==> src/rsw_regs.svh <==
`ifndef RSW_REGS_SVH
`define RSW_REGS_SVH

// ****************************************
// Register byte offsets
// ****************************************
`define RSW_TIMER_OUTPUTS_ROW_A_OFF 8'h00
`define RSW_TIMER_INPUTS_OUTPUTS_ROW_B_OFF 8'h04
`define RSW_PHASE_DISTANCE_FLAGS_OFF 8'h08
`define RSW_GROUND_DISTANCE_BATTERY_FLAGS_OFF 8'h0C
`define RSW_WEAR_FAULT_SELECT_FLAGS_OFF 8'h10
`define RSW_GROUP_COMMAND_FLAGS_OFF 8'h14
`define RSW_CLOSE_LOGIC_FLAGS_OFF 8'h18
`define RSW_EVENT_STATUS_OFF 8'h1C
`define RSW_EVENT_MASK_OFF 8'h20
`define RSW_CONTROL_OFF 8'h24

// ****************************************
// Reset values
// ****************************************
`define RSW_ROW_RST 8'h00
`define RSW_STATUS_RST 8'h00
`define RSW_MASK_RST 8'h00
`define RSW_CONTROL_RST 1'b0

// ****************************************
// Field positions
// ****************************************
`define RSW_CTRL_ALT_FTS_BIT 0
`define RSW_WEAR_ANY_BIT 7
`define RSW_FAULT_IDENT_ENABLED_BIT 3
`define RSW_OPEN_CMD_BIT 1
`define RSW_CLOSE_CMD_BIT 0
`define RSW_CLOSE_LOGIC_BIT 7
`define RSW_CLOSE_FAIL_BIT 6
`define RSW_TRGT_RESET_BIT 5
`define RSW_EV_OPEN_BIT 7
`define RSW_EV_CLOSE_BIT 6
`define RSW_EV_CFAIL_BIT 5
`define RSW_EV_TRGT_BIT 4
`define RSW_EV_WEAR_BIT 3
`define RSW_EV_BAT_OVER_BIT 2
`define RSW_EV_BAT_UNDER_BIT 1
`define RSW_EV_SOTF_BIT 0

// ****************************************
// Timing
// ****************************************
`define RSW_CLK_NS 8
`define RSW_LINE_HZ 60
`define RSW_QTR_CYCLE_NS (1000000000 / (4 * `RSW_LINE_HZ))
`define RSW_QTR_TICKS (`RSW_QTR_CYCLE_NS / `RSW_CLK_NS)

`endif

==> src/rsw_pkg.sv <==
package rsw_pkg;

    // Raw flags from the protection logic, first listed bit is the MSB
    typedef struct packed {
        logic [3:0] timer_out_9_12;
        logic [3:0] timer_in_13_16;
        logic [3:0] timer_out_13_16;
        logic [5:0] phase_zone;
        logic transient_block_active;
        logic onto_fault_trip;
        logic [5:0] gnd_zone;
        logic battery_over_flag;
        logic battery_under_flag;
        logic [2:0] wear_phase;
        logic fault_ident_active;
        logic [2:0] fault_select;
        logic close_logic_out;
    } rsw_raw_s;

    // One-cycle execution strobes
    typedef struct packed {
        logic open_cmd;
        logic close_cmd;
        logic close_fail;
        logic target_reset;
    } rsw_evt_s;

    typedef struct packed {
        logic [7:0] timer_outputs_row_a;
        logic [7:0] timer_inputs_outputs_row_b;
        logic [7:0] phase_distance_flags;
        logic [7:0] ground_distance_battery_flags;
        logic [7:0] wear_fault_select_flags;
        logic [7:0] group_command_flags;
        logic [7:0] close_logic_flags;
    } rsw_rows_s;

    typedef enum logic [1:0] {
        RSW_IDLE = 2'b00,
        RSW_RESP = 2'b01
    } rsw_apb_e;

endpackage

==> src/rsw_status_word.sv <==
// The APB interface to the registers and the register addresses were chosen for this implementation.
`timescale 1ns/1ps
`include "rsw_regs.svh"

// Functional notes
// - Row A low nibble reports timer outputs nine to twelve, one bit each.
// - Row B holds timer inputs thirteen to sixteen, then their outputs.
// - Phase row: six phase-pair zone flags, transient block, onto-fault trip.
// - Ground row: six ground zone flags, battery over, battery under.
// - Per-phase wear flags at full wear; summary flag is their OR.
// - Fault-ident enabled flag stays low while alternate selection is on.
// - Three fault-select outputs flagged per row and fed to distance logic.
// - Six group flags, the group currently in use asserted.
// - Open command execution pulses the open flag one quarter cycle.
// - Close command execution pulses the close flag one quarter cycle.
// - Close row starts with close output, then quarter-cycle close failure.
// - Target reset pulses one interval on button press or serial command.

module rsw_status_word #(
    parameter int unsigned QTR_TICKS = `RSW_QTR_TICKS
) (
    input wire logic pclk,
    input wire logic presetn,
    input wire logic psel,
    input wire logic penable,
    input wire logic pwrite,
    input wire logic [7:0] paddr,
    input wire logic [31:0] pwdata,
    output logic [31:0] prdata,
    output logic pready,
    output logic pslverr,
    input wire rsw_pkg::rsw_raw_s raw,
    input wire rsw_pkg::rsw_evt_s cmd_evt,
    input wire logic [2:0] active_group,
    input wire logic reset_button,
    output logic [2:0] fault_select,
    output logic irq
);
    rsw_pkg::rsw_rows_s rows;
    rsw_pkg::rsw_rows_s next_rows;
    rsw_pkg::rsw_apb_e state;
    rsw_pkg::rsw_apb_e next_state;
    logic tick;
    logic [1:0] btn_sync;
    logic btn_q;
    logic btn_press;
    logic [3:0] pend;
    logic [3:0] next_pend;
    logic [3:0] evt_in;
    logic [5:0] grp_flags;
    logic [7:0] watch_cur;
    logic [7:0] watch_nxt;
    logic [7:0] ev_set;
    logic [7:0] stat;
    logic [7:0] next_stat;
    logic [7:0] stat_clr;
    logic [7:0] mask;
    logic [7:0] next_mask;
    logic alt_fts_en;
    logic next_alt_fts_en;
    logic [31:0] rd_data;
    logic hit;
    logic done;
    logic [31:0] next_prdata;
    logic next_pready;
    logic next_pslverr;

    // ****************************************
    // Processing interval
    // ****************************************
    rsw_tick_gen #(
        .TICKS(QTR_TICKS)
    ) u_tick (
        .pclk(pclk),
        .presetn(presetn),
        .tick(tick)
    );

    // ****************************************
    // Pushbutton synchroniser and event capture
    // ****************************************
    // Strobes are held until the next tick so that none is missed
    always_comb begin
        btn_press = btn_sync[1] & ~btn_q;
        evt_in = {cmd_evt.open_cmd, cmd_evt.close_cmd, cmd_evt.close_fail,
                  cmd_evt.target_reset | btn_press};
        // Arrival on the tick cycle wins over the clear
        next_pend = evt_in | (pend & {4{~tick}});
    end

    always_ff @(posedge pclk or negedge presetn) begin
        if (!presetn) begin
            btn_sync <= 2'b00;
            btn_q <= 1'b0;
            pend <= 4'h0;
        end else begin
            btn_sync <= {btn_sync[0], reset_button};
            btn_q <= btn_sync[1];
            pend <= next_pend;
        end
    end

    // ****************************************
    // Status rows
    // ****************************************
    always_comb begin
        grp_flags = 6'h00;
        if (active_group >= 3'd1 && active_group <= 3'd6) begin
            grp_flags = 6'b100000 >> (active_group - 3'd1);
        end
        next_rows = rows;
        if (tick) begin
            next_rows.timer_outputs_row_a = {4'h0, raw.timer_out_9_12};
            next_rows.timer_inputs_outputs_row_b =
                {raw.timer_in_13_16, raw.timer_out_13_16};
            next_rows.phase_distance_flags = {raw.phase_zone,
                raw.transient_block_active, raw.onto_fault_trip};
            next_rows.ground_distance_battery_flags = {raw.gnd_zone,
                raw.battery_over_flag, raw.battery_under_flag};
            next_rows.wear_fault_select_flags = {|raw.wear_phase,
                raw.wear_phase, raw.fault_ident_active & ~alt_fts_en,
                raw.fault_select};
            next_rows.group_command_flags = {grp_flags, pend[3], pend[2]};
            next_rows.close_logic_flags = {raw.close_logic_out, pend[1],
                pend[0], 5'h00};
        end
    end

    always_ff @(posedge pclk or negedge presetn) begin
        if (!presetn) begin
            rows <= {7{`RSW_ROW_RST}};
        end else begin
            rows <= next_rows;
        end
    end

    // ****************************************
    // Event status and interrupt
    // ****************************************
    always_comb begin
        watch_cur = {rows.group_command_flags[`RSW_OPEN_CMD_BIT],
            rows.group_command_flags[`RSW_CLOSE_CMD_BIT],
            rows.close_logic_flags[`RSW_CLOSE_FAIL_BIT],
            rows.close_logic_flags[`RSW_TRGT_RESET_BIT],
            rows.wear_fault_select_flags[`RSW_WEAR_ANY_BIT],
            rows.ground_distance_battery_flags[1:0],
            rows.phase_distance_flags[0]};
        watch_nxt = {next_rows.group_command_flags[`RSW_OPEN_CMD_BIT],
            next_rows.group_command_flags[`RSW_CLOSE_CMD_BIT],
            next_rows.close_logic_flags[`RSW_CLOSE_FAIL_BIT],
            next_rows.close_logic_flags[`RSW_TRGT_RESET_BIT],
            next_rows.wear_fault_select_flags[`RSW_WEAR_ANY_BIT],
            next_rows.ground_distance_battery_flags[1:0],
            next_rows.phase_distance_flags[0]};
        // Pulse flags may repeat on back-to-back ticks without a rise
        ev_set = (watch_nxt & ~watch_cur) |
            {{4{tick}} & pend, 4'h0};
        // Only bits the read returned are cleared, so late sets survive
        stat_clr = (done && !pwrite && paddr == `RSW_EVENT_STATUS_OFF) ?
            prdata[7:0] : 8'h00;
    end

    for (genvar i = 0; i < 8; i++) begin : g_stat
        assign next_stat[i] = ev_set[i] | (stat[i] & ~stat_clr[i]);
    end

    always_ff @(posedge pclk or negedge presetn) begin
        if (!presetn) begin
            stat <= `RSW_STATUS_RST;
            irq <= 1'b0;
        end else begin
            stat <= next_stat;
            irq <= |(next_stat & next_mask);
        end
    end

    // ****************************************
    // APB slave
    // ****************************************
    always_comb begin
        rd_data = 32'h0000_0000;
        hit = 1'b1;
        unique case (paddr)
            `RSW_TIMER_OUTPUTS_ROW_A_OFF:
                rd_data[7:0] = rows.timer_outputs_row_a;
            `RSW_TIMER_INPUTS_OUTPUTS_ROW_B_OFF:
                rd_data[7:0] = rows.timer_inputs_outputs_row_b;
            `RSW_PHASE_DISTANCE_FLAGS_OFF:
                rd_data[7:0] = rows.phase_distance_flags;
            `RSW_GROUND_DISTANCE_BATTERY_FLAGS_OFF:
                rd_data[7:0] = rows.ground_distance_battery_flags;
            `RSW_WEAR_FAULT_SELECT_FLAGS_OFF:
                rd_data[7:0] = rows.wear_fault_select_flags;
            `RSW_GROUP_COMMAND_FLAGS_OFF:
                rd_data[7:0] = rows.group_command_flags;
            `RSW_CLOSE_LOGIC_FLAGS_OFF:
                rd_data[7:0] = rows.close_logic_flags;
            `RSW_EVENT_STATUS_OFF: rd_data[7:0] = stat;
            `RSW_EVENT_MASK_OFF: rd_data[7:0] = mask;
            `RSW_CONTROL_OFF: rd_data[`RSW_CTRL_ALT_FTS_BIT] = alt_fts_en;
            default: hit = 1'b0;
        endcase
        done = (state == rsw_pkg::RSW_RESP) && psel && penable;
    end

    always_comb begin
        next_state = state;
        next_pready = pready;
        next_prdata = prdata;
        next_pslverr = pslverr;
        next_mask = mask;
        next_alt_fts_en = alt_fts_en;
        unique case (state)
            rsw_pkg::RSW_IDLE: begin
                if (psel && !penable) begin
                    next_state = rsw_pkg::RSW_RESP;
                    next_pready = 1'b1;
                    next_prdata = pwrite ? 32'h0000_0000 : rd_data;
                    next_pslverr = ~hit;
                end
            end
            rsw_pkg::RSW_RESP: begin
                if (done) begin
                    next_state = rsw_pkg::RSW_IDLE;
                    next_pready = 1'b0;
                    next_pslverr = 1'b0;
                    if (pwrite && paddr == `RSW_EVENT_MASK_OFF) begin
                        next_mask = pwdata[7:0];
                    end
                    if (pwrite && paddr == `RSW_CONTROL_OFF) begin
                        next_alt_fts_en = pwdata[`RSW_CTRL_ALT_FTS_BIT];
                    end
                end
            end
        endcase
    end

    always_ff @(posedge pclk or negedge presetn) begin
        if (!presetn) begin
            state <= rsw_pkg::RSW_IDLE;
            pready <= 1'b0;
            prdata <= 32'h0000_0000;
            pslverr <= 1'b0;
            mask <= `RSW_MASK_RST;
            alt_fts_en <= `RSW_CONTROL_RST;
            fault_select <= 3'h0;
        end else begin
            state <= next_state;
            pready <= next_pready;
            prdata <= next_prdata;
            pslverr <= next_pslverr;
            mask <= next_mask;
            alt_fts_en <= next_alt_fts_en;
            fault_select <= next_rows.wear_fault_select_flags[2:0];
        end
    end
endmodule

==> src/rsw_tick_gen.sv <==
`timescale 1ns/1ps

module rsw_tick_gen #(
    parameter int unsigned TICKS = 520833
) (
    input wire logic pclk,
    input wire logic presetn,
    output logic tick
);
    localparam int CW = $clog2(TICKS + 1);

    logic [CW-1:0] cnt;
    logic [CW-1:0] next_cnt;
    logic next_tick;

    always_comb begin
        next_tick = (cnt == CW'(TICKS - 1));
        next_cnt = next_tick ? '0 : cnt + CW'(1);
    end

    always_ff @(posedge pclk or negedge presetn) begin
        if (!presetn) begin
            cnt <= '0;
            tick <= 1'b0;
        end else begin
            cnt <= next_cnt;
            tick <= next_tick;
        end
    end
endmodule

==> config.mk <==
export PLATFORM = sky130hd
export DESIGN_NAME = rsw_status_word
export DESIGN_NICKNAME = d
export VERILOG_FILES = /design/src/rsw_pkg.sv /design/src/rsw_status_word.sv /design/src/rsw_tick_gen.sv
export VERILOG_INCLUDE_DIRS = /design/src
export SDC_FILE = /design/constraint.sdc
export NUM_CORES = 1
export LEC_CHECK = 0
export ABC_AREA = 1
export ABC_CLOCK_PERIOD_IN_PS = 2900
export BUFFER_PORTS_ARGS = -buffer_cell sky130_fd_sc_hd__buf_2
export CAP_MARGIN = 5
export CORE_ASPECT_RATIO = 1.4
export CORE_MARGIN = 4
export CORE_UTILIZATION = 55
export DETAILED_ROUTE_END_ITERATION = 8
export PLACE_DENSITY = 0.81
export SLEW_MARGIN = 5
export SYNTH_ARGS = -nofsm -noshare
export SYNTH_HDL_FRONTEND = slang
export SYNTH_SLANG_ARGS = --single-unit
export TNS_END_PERCENT = 10
==> constraint.sdc <==
create_clock -name pclk -period 2.9 [get_ports pclk]
set_input_delay 0.58 -clock pclk [delete_from_list [all_inputs] [get_ports pclk]]
set_output_delay 0.58 -clock pclk [all_outputs]
set_load 0.02 [all_outputs]
==> flow_metrics.py, run 1 <==
metrics = {
    "route": {
        "detail-route-antenna-nets": 0,
        "drt_iter0_markers": 303,
        "first_pass_iters": 5,
        "wl_um": 12500,
        "dr_total_vias": 4436,
        "wl_per_cell_um": 14.8,
        "vias_per_cell": 5.26,
        "drc": 0,
    },
    "floorplan": {
        "die_h_um": 123,
        "pin_count": 127,
        "die-area_um2": 11100,
        "initial_core_util": 0.568,
        "chipWidth_um": 90.1,
        "coreArea_um2": 9130,
        "fp-row-count": 41,
    },
    "power": {
        "p_leak_nw": 3.20,
        "p_seq_frac": 0.481,
        "pwr-share-comb": 0.060,
        "clkPwrFrac": 0.459,
        "p_int_mw": 2.33,
        "swShare": 0.219,
        "peakVddDrop_v": 0.000335,
        "p_switching_uw": 656,
        "total_power_mw": 2.99,
        "power.density_nw_per_um2": 505,
    },
    "job": {
        "drv_cap": 0,
    },
    "timing": {
        "fin_tns_setup_ps": 0,
        "rsz0062_at_grt": "no",
        "maxSlewViolCount": 0,
        "setup-violations-final": 0,
        "fin_crit_sh": 0.654,
        "hold_violations": 0,
        "worstMarginPinSlew_ps": 599,
        "fin_crit_ps": 1900,
        "slew_headroom": 0.598,
        "timing.fmax_mhz": 527,
        "timing.final.ws_setup_ps": 1000,
        "fin_skew_ps": 8.89,
    },
    "clock_network": {
        "cts_resized": 0,
        "htreeDepth": 3,
        "numClockSinks": 102,
        "hold_buffers": 0,
        "ctsRootBufferMaster": "clkbuf_16",
        "cts-buffers-inserted": 9,
        "clk_pin_slew_ps": 70,
        "cts_tree": "done",
        "cts_buffer_depth": 2,
        "post_cts_buffers": 0,
        "worstSkewPairLatency_ps": 350,
    },
    "worst_setup_path": {
        "cp_max_fo": 13,
        "crit_top_cell": "nand2_1",
        "crit_path_end_kind": "flop",
        "critPathKind": "input pin to flop",
        "reg2reg_slack_ps": 1140,
        "cp_slowest_stage_delay_ps": 320,
        "crit_chain": "buf_2, nor2_4, nand2_1, inv_1, nand2_1, o21ai_0, nor2_1, nand2_1, nand3_1, nand2_1",
        "critPathSlowestCell": "inv_1",
        "worstPathRequired_ps": 3190,
        "start_kind": "input pin",
        "crit_arrival_ps": 2180,
    },
    "final_layout": {
        "final_cell_area_um2": 5910,
        "post_route_cells_drive_above_1_share": 0.178,
        "nets": 824,
        "mostFrequentLayoutCells": "227 x nand2_1, 101 x dfrtp_1, 77 x buf_2, 64 x inv_1, 57 x nand3_1",
        "final_util": 0.648,
        "areaGrowthSynthToFinish_pct": 14.0,
        "antenna_cells": 0,
        "fillers": 781,
        "final_common_cell": "nand2_1",
    },
    "logic_synthesis": {
        "synth_ff_type": "dfrtp_1",
        "synth_area_um2": 5190,
        "ys_types": 36,
        "synth-edff-count": 0,
        "synth-seq-area-share": 0.492,
        "synth_top_area_frac": 0.492,
        "yosys.area.top_type": "dfrtp_1",
        "syn_area_per_cell_um2": 7.92,
        "yosys_warnings": 0,
        "synth_seq_cells": 102,
        "synthCells": 655,
        "synthTopCellsByArea": "dfrtp_1 49%, nand2_1 16%, nand3_1 5.5%, o21ai_0 4.9%, inv_1 4.6%",
        "synthArstFlopShare": 1.00,
    },
    "grt": {
        "grt.overflow.total": 0,
        "track_usage": 0.238,
        "grt_max_degree": 43,
        "grt_pass1_wl_um": 20700,
        "antenna_found_initial": 0,
        "grt_pass1_vias": 4454,
    },
    "place": {
        "dp_hpwl_um": 9410,
        "place_area_um2": 5570,
        "pre_cts_slack_ps": 718,
        "numPortBuffers": 78,
        "place_congestion": 0.937,
    },
    "min_path": {
        "hp-class": "input pin to asynchronous set/reset pin",
    },
    "outcome": {
        "status": "finished clean",
    },
}
-- area by class of cell --
type | instances | area, um^2 | share of cell area
Sequential cell | 102 | 2550 | 0.432
Multi-Input combinational cell | 465 | 2190 | 0.370
Timing Repair Buffer | 84 | 438 | 0.0740
Inverter | 70 | 263 | 0.0444
Clock buffer | 11 | 233 | 0.0393
Tap cell | 107 | 134 | 0.0226
Clock inverter | 5 | 108 | 0.0182
-- power by group through the flow --
stage	clock network, mW	logic, mW	registers (mW)
2_1_floorplan	0	0.0948	1.47
3_3_place_gp	0	0.173	1.46
3_5_place_dp	0	0.178	1.46
4_1_cts	1.39	0.179	1.44
5_1_grt	1.46	0.196	1.44
6_report	1.37	0.178	1.44
-- final timing paths --
path / end / from / cells past startpoint
max in group asynchronous: prdata[5] / presetn / 2
min in group pclk: btn_sync[0] / reset_button / 1
hold / removal: rows[21] / presetn / 1
setup reg to reg: u_tick.cnt[12] / u_tick.cnt[0] / 7
hold reg to reg: btn_sync[1] / btn_sync[0] / 0
setup / recovery: prdata[2] / paddr[7] / 10
-- layer usage --
layer | global-route usage | part of all wire | vias up
met5 | 0 | 0 | -
met4 | 0.136 | 0.045 | 0
met3 | 0.0463 | 0.052 | 40
met2 | 0.417 | 0.51 | 163
met1 | 0.275 | 0.39 | 2072
li1 | - | - | 2161
-- critical path: cells and delay by family --
kind | cells | cell delay (ps)
AOI/OAI and AO/OA | 1 | 300
buffers and inverters | 2 | 430
and+or+nand+nor | 7 | 860
-- through the flow --
| stage | cells | hold WS, ps |
|---|---|---|
| 4_1_cts | 844 | 213 |
| 5_1_grt | 844 | 228 |
| 3_5_place_dp | 828 | 336 |
| 3_3_place_gp | 828 | 333 |
| 2_1_floorplan | 678 | 284 |
| 6_report | 844 | 207 |
-- kinds of logic after synthesis --
group,after synthesis,synth area share
xor gates and xnor gates,8,0.0135
adders and majority gates,3,0.00723
DFF,102,0.492
other,1,0.000723
buffers and inverters,111,0.104
and+or+nand+nor,366,0.318
AOI/OAI and AO/OA,64,0.0646
-- cell usage after synthesis (4+ instances only) --
cell type,instances
a21oi_1,6
buf_2,4
buf_4,27
clkbuf_1,5
dfrtp_1,102
inv_1,64
inv_2,5
nand2_1,227
nand3_1,57
nand4_1,4
nor2_1,37
nor2_2,5
nor2_4,5
nor3_1,10
o21ai_0,51
or2_2,4
xor2_1,8
-- flip-flops by register name, summed over array words and instances (netlist names) --
signal        cells
alt_fts_en        1
pend              4
pready            1
u_tick.cnt       19
fault_select      2
u_tick.tick       1
stat              8
btn_q             1
mask              8
btn_sync          2
irq               1
rows             45
prdata            8
pslverr           1
No activity file was read; power rests on OpenSTA's default activity.
==> inputs of run 2 (changes only) <==
ABC_AREA = 0   (was 1)
ABC_CLOCK_PERIOD_IN_PS = 1640   (was 2900)
CORE_UTILIZATION = 48   (was 55)
PLACE_DENSITY = 0.75   (was 0.81)
clock period = 1.64 ns   (was 2.9 ns; I/O delays follow)
==> run 2 against run 1 <==
  * Largest cell class unchanged
  * Critical path depth down 3
  * Cell area grew 6.7%
  * The run now ends with negative setup slack left
  * Sequential power rose by 76%
  * Clock power grew 60%
==> flow_metrics.py, run 2 <==
metrics = {
    "route": {
        "wl_um": 13800,
        "dr_total_vias": 4071,
        "detail-route-antenna-nets": 0,
        "drt_iter0_markers": 254,
        "drc": 0,
        "vias_per_cell": 5.64,
        "first_pass_iters": 4,
        "wl_per_cell_um": 19.0,
    },
    "floorplan": {
        "die-area_um2": 12100,
        "coreArea_um2": 10000,
        "initial_core_util": 0.498,
        "fp-row-count": 43,
        "pin_count": 127,
        "chipWidth_um": 94.1,
        "die_h_um": 129,
    },
    "timing": {
        "rsz0062_at_grt": "yes",
        "fin_skew_ps": 8.14,
        "fin_crit_ps": 1890,
        "maxSlewViolCount": 0,
        "timing.final.ws_setup_ps": -249,
        "setup-violations-final": 3,
        "fin_crit_sh": 1.15,
        "fin_tns_setup_ps": -322,
        "timing.fmax_mhz": 529,
        "hold_violations": 0,
        "holdWs_ps": 102,
    },
    "final_layout": {
        "largest_reg_flops": 45,
        "nets": 675,
        "largest-register": "rows",
        "antenna_cells": 0,
        "top_regs": "rows x45, u_tick.cnt x19",
        "final_util": 0.631,
        "final_common_cell": "dfrtp_1",
        "areaGrowthSynthToFinish_pct": 26.7,
        "post_route_cells_drive_above_1_share": 0.370,
        "mostFrequentLayoutCells": "101 x dfrtp_1, 74 x buf_2, 53 x buf_4, 43 x mux2_2, 34 x nand2_1",
        "fillers": 857,
    },
    "clock_network": {
        "cts_tree": "done",
        "cts-buffers-inserted": 9,
        "htreeDepth": 3,
        "cts_buffer_depth": 2,
        "worstSkewPairLatency_ps": 330,
        "clk_pin_slew_ps": 70,
        "numClockSinks": 102,
        "ctsRootBufferMaster": "clkbuf_16",
    },
    "power": {
        "total_power_mw": 5.16,
        "power.density_nw_per_um2": 818,
        "peakVddDrop_v": 0.000529,
        "p_leak_nw": 3.00,
    },
    "logic_synthesis": {
        "synth_top_area_frac": 0.512,
        "yosys.area.top_type": "dfrtp_1",
        "synth-edff-count": 0,
        "synth.most_common_cell": "dfrtp_1",
        "ys_types": 57,
        "synth-seq-area-share": 0.512,
        "synthCells": 453,
        "synthTopCellsByArea": "dfrtp_1 51%, mux2_2 10%, buf_4 4.1%, nand2_1 2.6%, o21ai_0 2.3%",
        "yosys_warnings": 0,
        "synthTopCellsByCount": "102 x dfrtp_1, 45 x mux2_2, 34 x nand2_1",
        "syn_area_per_cell_um2": 11.0,
        "synth_ff_type": "dfrtp_1",
        "synthArstFlopShare": 1.00,
        "synth_seq_cells": 102,
        "synth_area_um2": 4980,
    },
    "grt": {
        "grt_max_degree": 33,
        "grt_pass1_wl_um": 21300,
        "grt.overflow.total": 0,
        "antenna_found_initial": 0,
        "track_usage": 0.233,
        "grt_pass1_vias": 4192,
    },
    "place": {
        "numPortBuffers": 78,
        "place_congestion": 0.985,
        "dp_hpwl_um": 10600,
    },
    "job": {
        "drv_cap": 0,
    },
    "min_path": {
        "hold_depth": 1,
        "hp-class": "input pin to flop",
    },
    "worst_setup_path": {
        "worstPathRequired_ps": 1850,
        "start_kind": "flop",
        "cp_max_fo": 8,
        "rr_worst_depth": 7,
        "critPathKind": "flop to flop",
        "crit_path_end_kind": "flop",
        "crit_arrival_ps": 2100,
    },
    "outcome": {
        "status": "finished, violations left",
        "violations": "negative setup slack",
    },
}
## run 2: area by class of cell
| class | instances | area (um^2) | share of cell area |
|---|---|---|---|
| clock buffers | 11 | 233 | 0.0369 |
| clock inverters | 4 | 72.6 | 0.0115 |
| inverters | 22 | 82.6 | 0.0131 |
| multi-input cells | 307 | 2230 | 0.354 |
| flip-flops and latches | 102 | 2550 | 0.405 |
| well taps | 135 | 169 | 0.0268 |
| repair buffers | 141 | 968 | 0.153 |
## run 2: worst max-delay path: stages (launching register included)
cell      delay, ps
dfrtp_1         370
buf_6           120
nand4_1         160
nor3_4          270
buf_12          150
mux2_4          300
a22o_1          220
nand4b_1        170
## run 2: worst paths after layout
path,startpoint,to,slack [ps]
worst min register to register,btn_sync[0],btn_sync[1],350
max in group asynchronous,presetn,prdata[6],630
worst max-delay path,pready,irq,-250
min in group asynchronous,presetn,fault_select[0],500
worst min-delay path,reset_button,btn_sync[0],100
worst max register to register,pready,irq,-250
## run 2: cells by family after synthesis
family / after synthesis / share of synthesized area
AND/OR/NAND/NOR: 128 / 0.140
adder cells (fa/ha/maj): 3 / 0.00753
buffers and inverters: 67 / 0.0743
XOR/XNOR: 16 / 0.0281
multiplexers: 56 / 0.124
flip-flops: 102 / 0.512
AO/OA/AOI/OAI: 80 / 0.114
other: 1 / 0.000753
## run 2: timing repair
action / in CTS / in global routing
hold buffers: 1 / 0
pin swaps: 4 / 8
setup endpoints to repair: 7 / 14
endpoints found under the hold margin: 29 / 0
resized for setup: 13 / 15
setup buffers: 2 / 2
## run 2: stage by stage
step	setup WS, ps	area (um^2)	std cells
4_1_cts	-239	6240	720
2_1_floorplan	-443	5090	476
6_report	-249	6310	722
5_1_grt	-322	6310	722
3_3_place_gp	-554	5860	702
3_5_place_dp	-601	5860	702
## run 2: where the power goes
part           internal [mW]  switching [mW]  leakage [nW]
Sequential              2.53         0.00969          1.32
Combinational          0.175           0.262          1.53
Clock                   1.33           0.860         0.146
## run 2: layer usage
metal	vias to the layer above	share of wire	GRT usage
met5	-	0	0
met4	0	0.045	0.132
met3	40	0.060	0.0398
met2	168	0.54	0.409
met1	2017	0.36	0.265
li1	1846	-	-
